===== src/design/ogb_pkg.sv =====
package ogb_pkg;

  // Serializer configurations selected by the MODE input.
  typedef enum logic [1:0] {
    OGB_MODE_VIDEO7,
    OGB_MODE_DDR8,
    OGB_MODE_DDR4X2
  } ogb_mode_type;

  localparam int OGB_WORD_W = 8;
  localparam int OGB_CNT_W = 4;
  localparam int OGB_LANE_W = 4;

  // Bits per word in each mode.
  localparam logic [OGB_CNT_W-1:0] OGB_LEN_VIDEO7 = 4'h7;
  localparam logic [OGB_CNT_W-1:0] OGB_LEN_DDR8 = 4'h8;
  localparam logic [OGB_CNT_W-1:0] OGB_LEN_DDR4 = 4'h4;

  localparam logic [OGB_CNT_W-1:0] OGB_CNT_ZERO = 4'h0;
  localparam logic [OGB_CNT_W-1:0] OGB_CNT_ONE = 4'h1;

  // Lane split in the dual four-to-one mode.
  localparam int OGB_LANE0_LSB = 0;
  localparam int OGB_LANE1_LSB = 4;

  localparam logic [OGB_WORD_W-1:0] OGB_WORD_ZERO = 8'h00;
  localparam logic [OGB_WORD_W-1:0] OGB_VIDEO_MASK = 8'h7f;

endpackage


===== src/design/ogb_lane_if.sv =====
`timescale 1ns/1ps
interface ogb_lane_if;
  import ogb_pkg::*;
  logic load;
  logic shift;
  logic [OGB_WORD_W-1:0] word;
  logic q;

  modport ctrl (output load, output shift, output word, input q);
  modport lane (input load, input shift, input word, output q);
endinterface


===== src/design/ogb_gearbox.sv =====
`timescale 1ns/1ps
// Function
// RULE1: Each top-edge cell has one output gearbox that serializes up to eight parallel bits onto one output.
// RULE2: In seven-to-one mode the low seven input bits are shifted out on the serial output.
// RULE3: In eight-to-one double-rate mode all eight input bits go out as one serial stream.
// RULE4: In dual four-to-one mode bits three to zero feed the first lane and seven to four the second.
// RULE5: Core logic presents an eight-bit parallel word synchronous to the slow clock.
// RULE6: Three register stages sit between the parallel input and the serial output.
// RULE7: The first stage captures the parallel word on the slow clock.
// RULE8: The second stage moves the captured word into the fast domain registers.
// RULE9: The third stage, driven by the edge clock, shifts the bits out one after another.
// RULE10: Reset clears all three stages so the serial outputs sit low until new data arrives.
// RULE11: The shifting clock is one of two edge clock inputs, running at the ratio the mode needs.
module ogb_gearbox
  import ogb_pkg::*;
(
  // Clock and reset.
  input wire logic CORE_CLK,
  input wire logic RST,
  // Configuration.
  input wire logic [1:0] MODE,
  input wire logic EDGE_CLK_SEL,
  // Edge clocks, sampled as ordinary inputs.
  input wire logic [1:0] FAST_EDGE_CLOCK,
  // Parallel side.
  input wire logic [OGB_WORD_W-1:0] PAR_DATA,
  output logic SLOW_CLK_OUT,
  output logic WORD_TAKEN,
  // Serial side.
  output logic Q,
  output logic Q_SECOND
);

  // Word length of a mode; unknown codes fall back to eight bits.
  function automatic logic [OGB_CNT_W-1:0] mode_len(input logic [1:0] m);
    logic [OGB_CNT_W-1:0] len;
    len = OGB_LEN_DDR8;
    if (m == OGB_MODE_VIDEO7) begin
      len = OGB_LEN_VIDEO7;
    end else if (m == OGB_MODE_DDR4X2) begin
      len = OGB_LEN_DDR4;
    end
    return len;
  endfunction

  // Last bit of a word; a count past the end also counts as last, so a mode change cannot strand it.
  function automatic logic word_end(input logic [OGB_CNT_W-1:0] cnt, input logic [OGB_CNT_W-1:0] len);
    return cnt >= len - OGB_CNT_ONE;
  endfunction

  function automatic logic [OGB_CNT_W-1:0] count_step(input logic [OGB_CNT_W-1:0] cnt,
                                                       input logic [OGB_CNT_W-1:0] len);
    logic [OGB_CNT_W-1:0] step;
    step = cnt + OGB_CNT_ONE;
    if (word_end(cnt, len)) begin
      step = OGB_CNT_ZERO;
    end
    return step;
  endfunction

  // One four-bit lane of the staged word, placed in the low bits of a shifter load.
  function automatic logic [OGB_WORD_W-1:0] lane_slice(input logic [OGB_WORD_W-1:0] w, input logic upper);
    logic [OGB_WORD_W-1:0] res;
    res = OGB_WORD_ZERO;
    if (upper) begin
      res[OGB_LANE_W-1:0] = w[OGB_LANE1_LSB +: OGB_LANE_W];
    end else begin
      res[OGB_LANE_W-1:0] = w[OGB_LANE0_LSB +: OGB_LANE_W];
    end
    return res;
  endfunction

  ogb_lane_if lane_a ();
  ogb_lane_if lane_b ();

  // Word position and stage registers.
  logic fast_edge_clock_r;
  logic [OGB_CNT_W-1:0] bit_cnt_r;
  logic [OGB_CNT_W-1:0] bit_cnt_nxt;
  logic slow_clk_r;
  logic slow_clk_nxt;
  logic [OGB_WORD_W-1:0] stage1_r;
  logic [OGB_WORD_W-1:0] stage2_r;
  logic taken_r;

  wire logic fast_edge_clock_pick;
  wire logic edge_evt;
  wire logic [OGB_CNT_W-1:0] len_cur;
  wire logic [OGB_CNT_W-1:0] half_cur;
  wire logic at_first;
  wire logic at_half;
  wire logic at_last;

  // Stage strobes.
  wire logic capture_evt;
  wire logic transfer_evt;
  wire logic load_evt;

  // Mode decode and shifter words.
  wire logic video;
  wire logic dual;
  wire logic [OGB_WORD_W-1:0] video_word;
  wire logic [OGB_WORD_W-1:0] low_lane_word;
  wire logic [OGB_WORD_W-1:0] high_lane_word;
  wire logic [OGB_WORD_W-1:0] word_a;
  wire logic [OGB_WORD_W-1:0] word_b;

  // RULE11 edge clock select
  assign fast_edge_clock_pick = EDGE_CLK_SEL ? FAST_EDGE_CLOCK[1] : FAST_EDGE_CLOCK[0];
  // Both edges of the edge clock move one bit, which gives double-rate output.
  assign edge_evt = fast_edge_clock_pick != fast_edge_clock_r;

  assign len_cur = mode_len(MODE);
  assign half_cur = len_cur >> 1;
  assign at_first = bit_cnt_r == OGB_CNT_ZERO;
  assign at_half = bit_cnt_r == half_cur;
  assign at_last = word_end(bit_cnt_r, len_cur);
  assign bit_cnt_nxt = count_step(bit_cnt_r, len_cur);
  assign slow_clk_nxt = bit_cnt_nxt < half_cur;

  // One strobe per stage; each fires on a bit event at its own point in the word.
  assign capture_evt = edge_evt && at_first;
  assign transfer_evt = edge_evt && at_half;
  assign load_evt = edge_evt && at_last;

  // MODE is decoded every cycle; changing it mid-stream breaks the word in flight.
  assign video = MODE == OGB_MODE_VIDEO7;
  assign dual = MODE == OGB_MODE_DDR4X2;

  // RULE2 low seven bits
  assign video_word = stage2_r & OGB_VIDEO_MASK;
  // RULE4 lane split
  assign low_lane_word = lane_slice(stage2_r, 1'b0);
  assign high_lane_word = lane_slice(stage2_r, 1'b1);
  // RULE3 full eight bits
  assign word_a = video ? video_word : dual ? low_lane_word : stage2_r;
  // The second lane shifts zeros outside the dual mode, so its pin stays low.
  assign word_b = dual ? high_lane_word : OGB_WORD_ZERO;

  always_ff @(posedge CORE_CLK) begin
    if (RST) begin
      fast_edge_clock_r <= 1'b0;
    end else begin
      fast_edge_clock_r <= fast_edge_clock_pick;
    end
  end

  // The count moves only on bit events, so the word rate follows the edge clock.
  always_ff @(posedge CORE_CLK) begin
    if (RST) begin
      bit_cnt_r <= OGB_CNT_ZERO;
    end else if (edge_evt) begin
      bit_cnt_r <= bit_cnt_nxt;
    end
  end

  // The slow clock is the word rate: high for the first half of each word.
  always_ff @(posedge CORE_CLK) begin
    if (RST) begin
      slow_clk_r <= 1'b0;
    end else if (edge_evt) begin
      slow_clk_r <= slow_clk_nxt;
    end
  end

  // RULE6 three stages
  // RULE7 capture on slow clock
  always_ff @(posedge CORE_CLK) begin
    // RULE10 clear stage one
    if (RST) begin
      stage1_r <= OGB_WORD_ZERO;
    end else if (capture_evt) begin
      stage1_r <= PAR_DATA;
    end
  end

  // The marker is registered on the same edge as the capture, so core logic sees a clean registered pulse.
  always_ff @(posedge CORE_CLK) begin
    if (RST) begin
      taken_r <= 1'b0;
    end else begin
      taken_r <= capture_evt;
    end
  end

  // RULE8 transfer to fast registers
  // The mid-word transfer keeps stage one stable while stage two samples it.
  always_ff @(posedge CORE_CLK) begin
    // RULE10 clear stage two
    if (RST) begin
      stage2_r <= OGB_WORD_ZERO;
    end else if (transfer_evt) begin
      stage2_r <= stage1_r;
    end
  end

  // RULE9 one shift per event
  // RULE1 one output gearbox
  assign lane_a.load = load_evt;
  assign lane_a.shift = edge_evt;
  assign lane_a.word = word_a;
  assign lane_b.load = load_evt;
  assign lane_b.shift = edge_evt;
  assign lane_b.word = word_b;

  ogb_lane u_lane_a (
    .clk(CORE_CLK),
    .rst(RST),
    .lif(lane_a)
  );

  ogb_lane u_lane_b (
    .clk(CORE_CLK),
    .rst(RST),
    .lif(lane_b)
  );

  assign Q = lane_a.q;
  assign Q_SECOND = lane_b.q;
  assign SLOW_CLK_OUT = slow_clk_r;
  assign WORD_TAKEN = taken_r;

endmodule


===== src/design/ogb_lane.sv =====
`timescale 1ns/1ps
module ogb_lane
  import ogb_pkg::*;
(
  // Clock and reset.
  input wire logic clk,
  input wire logic rst,
  // Control side.
  ogb_lane_if.lane lif
);

  logic [OGB_WORD_W-1:0] shift_r;
  logic q_r;

  // RULE9 shift and mux
  always_ff @(posedge clk) begin
    // RULE10 clear stage three
    if (rst) begin
      shift_r <= OGB_WORD_ZERO;
      q_r <= 1'b0;
    end else if (lif.shift) begin
      if (lif.load) begin
        q_r <= lif.word[0];
        shift_r <= lif.word >> 1;
      end else begin
        q_r <= shift_r[0];
        shift_r <= shift_r >> 1;
      end
    end
  end

  assign lif.q = q_r;

endmodule


===== config.mk =====
export PLATFORM = sky130hd
export DESIGN_NAME = ogb_gearbox
export DESIGN_NICKNAME = d
export VERILOG_FILES = /design/src/design/ogb_pkg.sv /design/src/design/ogb_lane_if.sv /design/src/design/ogb_gearbox.sv /design/src/design/ogb_lane.sv
export SDC_FILE = /design/constraint.sdc
export NUM_CORES = 1
export LEC_CHECK = 0
export BUFFER_PORTS_ARGS = -buffer_cell sky130_fd_sc_hd__buf_2
export CORE_MARGIN = 2
export CORE_UTILIZATION = 50
export CTS_CLUSTER_SIZE = 12
export DETAILED_ROUTE_END_ITERATION = 6
export PLACE_DENSITY = 0.7
export SETUP_SLACK_MARGIN = 0.02
export SKIP_LAST_GASP = 1
export SLEW_MARGIN = 20
export SYNTH_ARGS = -nofsm -noshare
export SYNTH_HDL_FRONTEND = slang
export SYNTH_SLANG_ARGS = --single-unit

===== constraint.sdc =====
create_clock -name CORE_CLK -period 4.6 [get_ports CORE_CLK]
set_input_delay 0.92 -clock CORE_CLK [delete_from_list [all_inputs] [get_ports CORE_CLK]]
set_output_delay 0.92 -clock CORE_CLK [all_outputs]
set_load 0.02 [all_outputs]

==> impl_results.md, run 1 <==
* Leakage at 0.728 nW
* Largest net degree at the start of global routing at 45
* Total GRT Usage at about a fifth
* Area Overhead vs Synth at 10.9%
* CP required at 4860 ps
* Post-DRT Antenna Nets at 0
* Maximum clock path buffer count at 2
* Worst reg2reg path endpoint: SLOW_CLK_OUT
* Register bit count reported by yosys at 35
* Min-Delay Path Class: flop to flop
* Critical-path top delay cell: a211o_1
* Fin crit period at between 3000 and 4000 ps
* Post-route cell area at roughly 0.0019 mm2
* Core Region at 0.00313 mm2
* Max-slew violation count at 0
* Worst-path maximum fanout at 16
* Library cells used by synthesis at 33
* Worst Max-Slew Pin Slew at between 1000 and 1500 ps
* Pre-CTS setup slack at ~1100 ps
* Fill count at between 200 and 300
* Fmax at between 300 and 400 MHz
* First-pass GRT wire length at between 5 and 6 mm
* Met1 usage in global routing at between 20% and 30%
* GR Util met3 at approximately 5.6%
* Routed vias at about 1300
* Sequential share of the synthesized area at between 40% and 50%
* Clk_skew at roughly 3.7 ps
* Hold path start: u_lane_a.shift_r[6]
* Initial Utilization at 53.4%
* Synth Cell Area at about 0.0017 mm2
* Hold depth at 2
* Maxcap violations at 0
* Hold Buf Count CTS at 0
* PwrDens at 344 mW/mm2
* Routability congestion estimate from global placement at between 0.9 and 1
* Layout cells sized above 1 at between 10% and 20%
* Htree depth at 2
* Status: finished clean
* Vias in the first global route at 1251
* CTS Root Cell: clkbuf_4
* Reg clk slew, reported paths at ~100 ps
* Final HPWL DP at about 2.3 mm
* Total chip power at around 640 uW
* CTS Buf Count at 5
* Most used flip-flop cell after synthesis: dfxtp_1
* Final non-filler cell total at 240
* DR pass1 iterations at 4
* Number of diodes at 0
* Routed WL at about 3.2 mm
* CP arrival at ~3400 ps
* EDFF count, synth at 0
* Iter 0 DRT Violations at 104
* Worst setup SP type: primary input
* Placed Cells at 233
* Post-synthesis instance total at 181
* Die area at about 0.0038 mm2
* Setup TNS at 0 ps
* CP Capture Type: flop
* Syn Area/Cell at between 9 and 10 um2
* Die Width at slightly above 60 um
* Hold Path Sink: u_lane_a.shift_r[6]
* Max-slew headroom at about a quarter
* Placed cell areas at 0.00180 mm2
* Met2 usage at 31.0%
* Cts repair resizes at 0
* Gr busiest metal: met2
* Total congestion overflow at 0
* RSZ-0062 raised after global routing: no
* Drc violations at 0
* Worst VDD drop at between 0.2 and 0.25 mV
* Via density per instance at roughly 5.5
* Port Buffers at 18
* CTS tree: built
* CP Class: primary input to flop
* Critical Path Most Common Cell: ha_1
* Post-DR wirelength/cell at between 10 and 15 um
* Worst skew pair latency at 320 ps
* Syn Nets at a little over 200
* CP Cell Sequence: buf_2 > nor2b_1 > ha_1 > and2_2 > a211o_1 > nor2_1 > ha_1 > a211oi_1 > o211ai_1 > o21ai_0
* Tcrit/Tclk final at roughly two thirds
* Worst path max stage delay at between 400 and 500 ps
* R2R Setup Slk at 2020 ps
* Async S/R FF share, synth at 0%
* Clock sink count at 35
* Vert. Die Dim at roughly 62 um
* Final setup fails at 0
* Crit Reg-Reg Startpoint: bit_cnt_r[0]
* # rows at 20
* Postcts setup bufs at 0
* Fin nets at ~220
* Final Hold Fails at 0
* I/O pins at 19
* Setup ws final at roughly 1500 ps
* Initial antenna violation count at 0
* Synth warn at 0
* R2R cell count at 9
## state kept, by name, summed over array words and instances, names as in the netlist
signal,cells
u_lane_a.shift_r,7
stage1_r,8
u_lane_a.lif.q,1
fast_edge_clock_r,1
stage2_r,8
u_lane_b.lif.q,1
u_lane_b.shift_r,3
SLOW_CLK_OUT,1
WORD_TAKEN,1
bit_cnt_r,4
## cell usage after synthesis (2+ instances only)
library cell  instances  area share [%]
xnor2_1               2             1.0
nand3b_1              4             1.8
a311oi_1             10             5.2
mux2i_1              16             9.6
nor2b_1               2            0.75
inv_1                 2            0.45
nor2_1               12             2.7
buf_2                 5             1.5
or3_1                 2            0.75
clkbuf_1              8             1.8
ha_1                  6             4.5
a211oi_1              2            0.90
nand2b_1             25             9.4
a21oi_1               6             1.8
nand3_1               6             1.8
nand4_1               2            0.75
dfxtp_1              35              42
nand2_1              21             4.7
## cell families (layout without fill, tap and decap cells)
family	count (synthesis)	in the layout	synth area share (%)
flip-flops	35	35	41.9
XOR/XNOR	3	3	1.57
AND/OR/NAND/NOR	79	79	25.0
adder cells (fa/ha/maj)	6	6	4.49
AO/OA/AOI/OAI	25	25	12.6
buffers and inverters	16	31	3.97
multiplexers	17	17	10.4
## metrics by stage
step	util (%)	hold WS, ps
after floorplan	-	432
after detailed placement	57.5	454
after global placement	57.5	445
after CTS	59.3	468
final	59.3	464
after global routing	59.3	484
## worst max-delay path by stage
stage / start / endpoint / slack (ps)
2_1_floorplan: MODE[0] / SLOW_CLK_OUT / 1520
3_3_place_gp: MODE[0] / SLOW_CLK_OUT / 1270
3_5_place_dp: MODE[0] / SLOW_CLK_OUT / 1130
4_1_cts: MODE[0] / SLOW_CLK_OUT / 1460
5_1_grt: MODE[0] / SLOW_CLK_OUT / 1210
6_report: MODE[0] / SLOW_CLK_OUT / 1460
## critical path, delay by kind of cell
| family | cells | cell delay, ps |
|---|---|---|
| AOI/OAI and AO/OA | 4 | 970 |
| adders and majority gates | 2 | 570 |
| buffers and inverters | 1 | 140 |
| and+or+nand+nor | 3 | 790 |
## cells in the final DEF (no fill, tap or decap), types with 2 or more instances in the layout
| cell | instances |
|---|---|
| dfxtp_1 | 35 |
| nand2b_1 | 25 |
| nand2_1 | 21 |
| buf_2 | 18 |
| mux2i_1 | 16 |
| nor2_1 | 12 |
| a311oi_1 | 10 |
| nand3_1 | 6 |
| a21oi_1 | 6 |
| ha_1 | 6 |
| clkbuf_4 | 5 |
| nand3b_1 | 4 |
| buf_4 | 3 |
| a211oi_1 | 2 |
| nor2b_1 | 2 |
| inv_1 | 2 |
| or3_1 | 2 |
| nand4_1 | 2 |
## where the power goes
part           switching [mW]  internal, mW
clock                  0.0951        0.0708
sequential             0.0139         0.329
combinational          0.0724        0.0566
total                   0.181         0.456
## final cells by class
| type | instances | area [um2] | area share [%] |
|---|---|---|---|
| Inverter | 3 | 11.3 | 0.607 |
| Clock inverter | 1 | 5.00 | 0.270 |
| Timing Repair Buffer | 21 | 113 | 6.07 |
| Clock buffer | 6 | 51.3 | 2.77 |
| Tap cell | 44 | 55.1 | 2.97 |
| Sequential cell | 35 | 701 | 37.8 |
| Multi-Input combinational cell | 130 | 918 | 49.5 |
## per-layer routing
metal  share of wire (%)  vias up
li1                    -      663
met1                  48      635
met2                  49       21
met3                 3.1        2
met4                0.53        0
met5                   0        -
No activity file was read; power rests on OpenSTA's default activity.
==> run 2, diff against run 1 <==
PLACE_DENSITY = 0.73   (was 0.7)
clock period = 2.58 ns   (was 4.6 ns; I/O delays follow)
==> impl_results.md, run 2 (synthesis results as in run 1) <==
* Iter 0 DRT Violations at between 40 and 50
* Critical-path top delay cell: or2_2
* Worst setup SP type: primary input
* CP Class: primary input to flop
* Clk_skew at 16.0 ps
* # rows at 20
* Routability congestion estimate from global placement at roughly 0.91
* Core Region at 0.00313 mm2
* Fmax at roughly 430 MHz
* Pre-CTS setup slack at -75.7 ps
* RSZ-0062 raised after global routing: no
* First-pass GRT wire length at ~5.6 mm
* Routed WL at around 3.3 mm
* Largest registers: stage1_r (8), stage2_r (8), u_lane_a.shift_r (7)
* CP Capture Type: flop
* Final core utilization at around 61%
* Maxcap violations at 0
* Post-DR wirelength/cell at 13.4 um
* Fill count at about 280
* Total chip power at about 1.2 mW
* Htree depth at 2
* Reg power frac at ~51%
* Status: finished clean
* DR top layer: met4
* I/O pins at 19
* Port Buffers at 18
* Die area at 0.00382 mm2
* Post-route cell area at between 0.0015 and 0.002 mm2
* Footprint of the multi-input gates at 931 um2
* Switching Fraction at roughly 29%
* Drc violations at 0
* Die Width at 61.8 um
* Placed cell areas at roughly 0.0018 mm2
* Internal at 855 uW
* Min-Delay Path Class: primary input to flop
* CP arrival at 2590 ps
* Final setup fails at 0
* Fin nets at 220
* PwrDens at 632 mW/mm2
* Fin crit period at around 2300 ps
* Crit-path leading delay family: compound AO/OA/AOI/OAI gates
* Worst path max stage delay at 330 ps
* CTS Root Cell: clkbuf_4
* M1 WL at between 1.5 and 2 mm
* Area Overhead vs Synth at 14.0%
* Crit path buf inv count at 1
* DR WL met3 at approximately 140 um
* Cts repair resizes at 0
* Total congestion overflow at 0
* Worst VDD drop at 0.408 mV
* Final HPWL DP at 2.34 mm
* Worst Max-Slew Pin Slew at between 1000 and 1500 ps
* Routed vias at ~1300
* Post-DRT Antenna Nets at 0
* Postcts setup bufs at 0
* Total GRT Usage at 20.6%
* CTS Buf Count at 5
* Setup ws final at 260 ps
* Maximum clock path buffer count at 2
* Vias in the first global route at ~1300
* Clock share of power at between 20 and 30%
* Initial Utilization at between 50% and 60%
* Final Hold Fails at 0
* CP Cell Sequence: buf_2 > or2_2 > ha_4 > nand2b_1 > a211o_1 > nor2_1 > ha_1 > a211oi_1 > o211ai_1 > o21ai_0
* Fin Hold WS at between 400 and 500 ps
* Max-slew violation count at 0
* DR pass1 iterations at 4
* Met2 routed WL at between 1.5 and 2 mm
* Number of diodes at 0
* Leakage at ~0.75 nW
* Combinational power share at 20.2%
* Largest net degree at the start of global routing at 45
* Hold Buf Count CTS at 0
* Psw at roughly 350 uW
* Vert. Die Dim at slightly above 60 um
* Commonest non-fill, non-tap cells in the layout: dfxtp_1 (35), nand2b_1 (25), nand2_1 (21)
* Sequential Area at about 700 um2
* Initial antenna violation count at 0
* Worst-path maximum fanout at 3
* Reg clk slew, reported paths at about 110 ps
* Max-slew headroom at between 20% and 30%
* CP required at roughly 2900 ps
* Most common cell after layout, fill and taps aside: dfxtp_1
* Worst skew pair latency at roughly 350 ps
* CTS tree: built
* Layout cells sized above 1 at 20.5%
* Clock sink count at 35
* Tcrit/Tclk final at roughly nine tenths
* Via density per instance at 5.43
[run 2: changes by cell type in the layout (fill, tap and decap cells not counted), sizes merged]
cell      previous run  this run
clkinvlp             0         1
clkbuf               6         7
clkinv               1         0
buf                 21        24
[run 2: final timing paths]
| check | end | depth (start not counted) | startpoint | slack [ps] |
|---|---|---|---|---|
| worst max-delay path | SLOW_CLK_OUT | 10 | MODE[0] | 260 |
| worst min-delay path | stage1_r[3] | 3 | PAR_DATA[3] | 410 |
| worst max register to register | SLOW_CLK_OUT | 8 | bit_cnt_r[2] | 260 |
| worst min register to register | u_lane_a.shift_r[6] | 2 | u_lane_a.shift_r[6] | 460 |
[run 2: metrics by stage]
step,std cells,setup TNS (ps)
4_1_cts,244,0
5_1_grt,244,0
3_5_place_dp,236,-75.7
3_3_place_gp,236,0
2_1_floorplan,181,0
6_report,244,0
[run 2: metal layers]
metal	vias up	global-route usage [%]
met3	8	7.04
li1	668	-
met5	-	0
met2	26	32.8
met4	0	8.51
met1	624	25.6
[run 2: layout make-up]
cell class / count / area share [%]
inverter: 3 / 0.591
tap: 44 / 2.89
timing repair buffer: 24 / 7.09
clock inverter: 1 / 0.394
multi-input combinational: 130 / 48.9
sequential: 35 / 36.8
clock buffer: 7 / 3.41
[run 2: worst reg2reg max path, cell delays in order (launching register included)]
cell,delay (ps)
dfxtp_1,520
ha_1,290
and2_2,210
a211o_1,310
nor2_1,130
ha_1,260
a211oi_1,220
o211ai_1,120
o21ai_0,200
[run 2: power groups by stage]
stage / Clock (mW) / Combinational, mW / Sequential [mW]
after global placement: 0 / 0.231 / 0.620
after floorplan: 0 / 0.167 / 0.628
after detailed placement: 0 / 0.243 / 0.624
after global routing: 0.380 / 0.271 / 0.616
after CTS: 0.353 / 0.245 / 0.611
final: 0.350 / 0.244 / 0.611
==> run 3, diff against run 2 <==
ABC_AREA = 1   (was not set)
==> impl_results.md, run 3 <==
* Synth top area share at between 40% and 50%
* EDFF count, synth at 0
* Maximum clock path buffer count at 2
* Number of diodes at 0
* Most used flip-flop cell after synthesis: dfxtp_1
* Post-synthesis instance total at ~200
* Reg power frac at 53.1%
* Final HPWL DP at ~2.2 mm
* Fmax at between 500 and 600 MHz
* PwrDens at roughly 660 mW/mm2
* I/O pins at 19
* Commonest non-fill, non-tap cells in the layout: dfxtp_1 (35), o21ai_1 (20), inv_1 (19)
* Maxcap violations at 0
* Largest registers: stage1_r (8), stage2_r (8), u_lane_a.shift_r (7)
* Layout cells sized above 1 at between 20% and 30%
* Crit. Startpoint: MODE[0]
* Synth Cell Area at about 0.0017 mm2
* Min-Delay Path Class: primary input to flop
* # rows at 21
* Crit-path leading delay family: simple AND/OR/NAND/NOR gates
* Worst VDD drop at slightly below 0.3 mV
* Placed Cells at approximately 260
* CTS tree: built
* Internal at 804 uW
* Status: finished clean
* Total GRT Usage at a little under a fifth
* Top cells by area, synth: dfxtp_1 (42%), o21ai_1 (6.0%), a21oi_1 (5.1%), nand3_1 (4.8%), ha_1 (4.5%)
* Hold Buf Count CTS at 0
* CP Class: primary input to flop
* Async S/R FF share, synth at 0%
* Clock share of power at 24.3%
* Crit Reg-Reg Startpoint: bit_cnt_r[0]
* CTS Buf Count at 5
* Synth area leader: dfxtp_1
* Commonest cells post-synth: dfxtp_1 (35), o21ai_1 (20), inv_1 (19), nor2_1 (18), a21oi_1 (17)
* Tcrit/Tclk final at between 70 and 80%
* Total congestion overflow at 0
* Critical Path Most Common Cell: nand2_1
* Vias in the first global route at 1172
* Setup ws final at ~600 ps
* Post-route cell area at approximately 0.0018 mm2
* Placed cell areas at about 0.0018 mm2
* Final non-filler cell total at roughly 270
* Worst setup SP type: primary input
* Leakage at ~0.77 nW
* Max-slew headroom at 49.6%
* Setup TNS at 0 ps
* Hold path start: RST
* RSZ-0062 raised after global routing: no
* Sequential share of the synthesized area at 41.9%
* CP required at 2850 ps
* Most common cell after layout, fill and taps aside: dfxtp_1
* Routed WL at between 3 and 4 mm
* Die Width at about 62 um
* Psw at 395 uW
* Syn Nets at about 230
* Post-DRT Antenna Nets at 0
* Cts repair resizes at 0
* Clock sink count at 35
* Worst path max stage delay at approximately 310 ps
* Critical-path top delay cell: ha_1
* DR pass1 iterations at 4
* Die area at roughly 0.0038 mm2
* CP arrival at between 2000 and 2500 ps
* First-pass GRT wire length at between 5 and 6 mm
* Routability congestion estimate from global placement at 0.837
* Pre-CTS setup slack at about 270 ps
* Combinational power share at a little under a quarter
* Vert. Die Dim at 61.9 um
* Switching Fraction at 32.9%
* Worst skew pair latency at about 340 ps
* Library cells used by synthesis at 29
* Routed vias at approximately 1300
* Total chip power at approximately 1.2 mW
* Via density per instance at a little under 5
* Postcts setup bufs at 0
* Synth warn at 0
* Syn Area/Cell at between 8 and 9 um2
* Most common cell in the synthesized netlist: dfxtp_1
* CP Capture Type: flop
* Port Buffers at 18
* Fin nets at 243
* Final setup fails at 0
* Area Overhead vs Synth at 8.97%
* CTS Root Cell: clkbuf_4
* Iter 0 DRT Violations at 63
* Max-slew violation count at 0
* Drc violations at 0
* Fin crit period at ~2000 ps
* Htree depth at 2
* Initial antenna violation count at 0
* Clk_skew at about 9 ps
* Largest net degree at the start of global routing at 31
* Core Region at 0.00328 mm2
* CP Cell Sequence: buf_2 > nor2_1 > inv_1 > ha_1 > inv_1 > nand2_1 > nand2_4 > nand2_4 > nor2_1 > ha_1 > nand2_1 > nand2_1 > nand2_1 > nand2_1 > a21oi_1
* Final Hold Fails at 0
* Post-DR wirelength/cell at about 11 um
* Initial Utilization at between 50% and 60%
* Register bit count reported by yosys at 35
* Crit path buf inv count at 3
* Worst Max-Slew Pin Slew at between 700 and 800 ps
* Worst-path maximum fanout at 9
* Reg clk slew, reported paths at 110 ps
==> run 3: area by class of cell <==
cell class / instances / area, um2
Clock buffer: 6 / 41.3
Clock inverter: 2 / 12.5
Fill cell: 347 / 1460
Inverter: 24 / 92.6
Multi-Input combinational cell: 136 / 815
Sequential cell: 35 / 701
Tap cell: 46 / 57.6
Timing Repair Buffer: 20 / 105
==> run 3: kinds of logic after synthesis <==
group | count (synthesis) | share of synthesized area [%]
AOI/OAI and AO/OA | 59 | 19.7
adders and majority gates | 6 | 4.48
buffers and inverters | 33 | 9.49
DFF | 35 | 41.9
muxes | 4 | 2.39
and+or+nand+nor | 67 | 22.1
==> run 3: metrics by stage <==
step	hold slack, ps	util, %
after floorplan	424	-
after global placement	436	53.9
after detailed placement	437	53.9
after CTS	402	55.5
after global routing	402	55.5
final	409	55.5
==> run 3: power by group through the flow <==
stage,logic (mW),clock network (mW),registers (mW)
floorplan,0.219,0,0.649
global placement,0.267,0,0.648
detailed placement,0.271,0,0.648
CTS,0.273,0.301,0.637
global route,0.308,0.322,0.644
finish,0.271,0.292,0.636
==> run 3: routing by layer <==
| metal | share of wire, % | global-route usage [%] | vias to the layer above | wire length [um] |
|---|---|---|---|---|
| li1 | - | - | 732 | - |
| met1 | 51 | 25.4 | 568 | 1550 |
| met2 | 43 | 27.5 | 30 | 1310 |
| met3 | 3.8 | 3.93 | 6 | 117 |
| met4 | 2.2 | 10.6 | 0 | 66 |
| met5 | 0 | 0 | - | 0 |
==> run 3: worst paths after layout <==
path / endpoint / slack [ps] / depth (start not counted)
setup / recovery: SLOW_CLK_OUT / 610 / 15
hold / removal: u_lane_a.shift_r[6] / 410 / 2
setup reg to reg: SLOW_CLK_OUT / 620 / 13
hold reg to reg: stage1_r[3] / 450 / 2
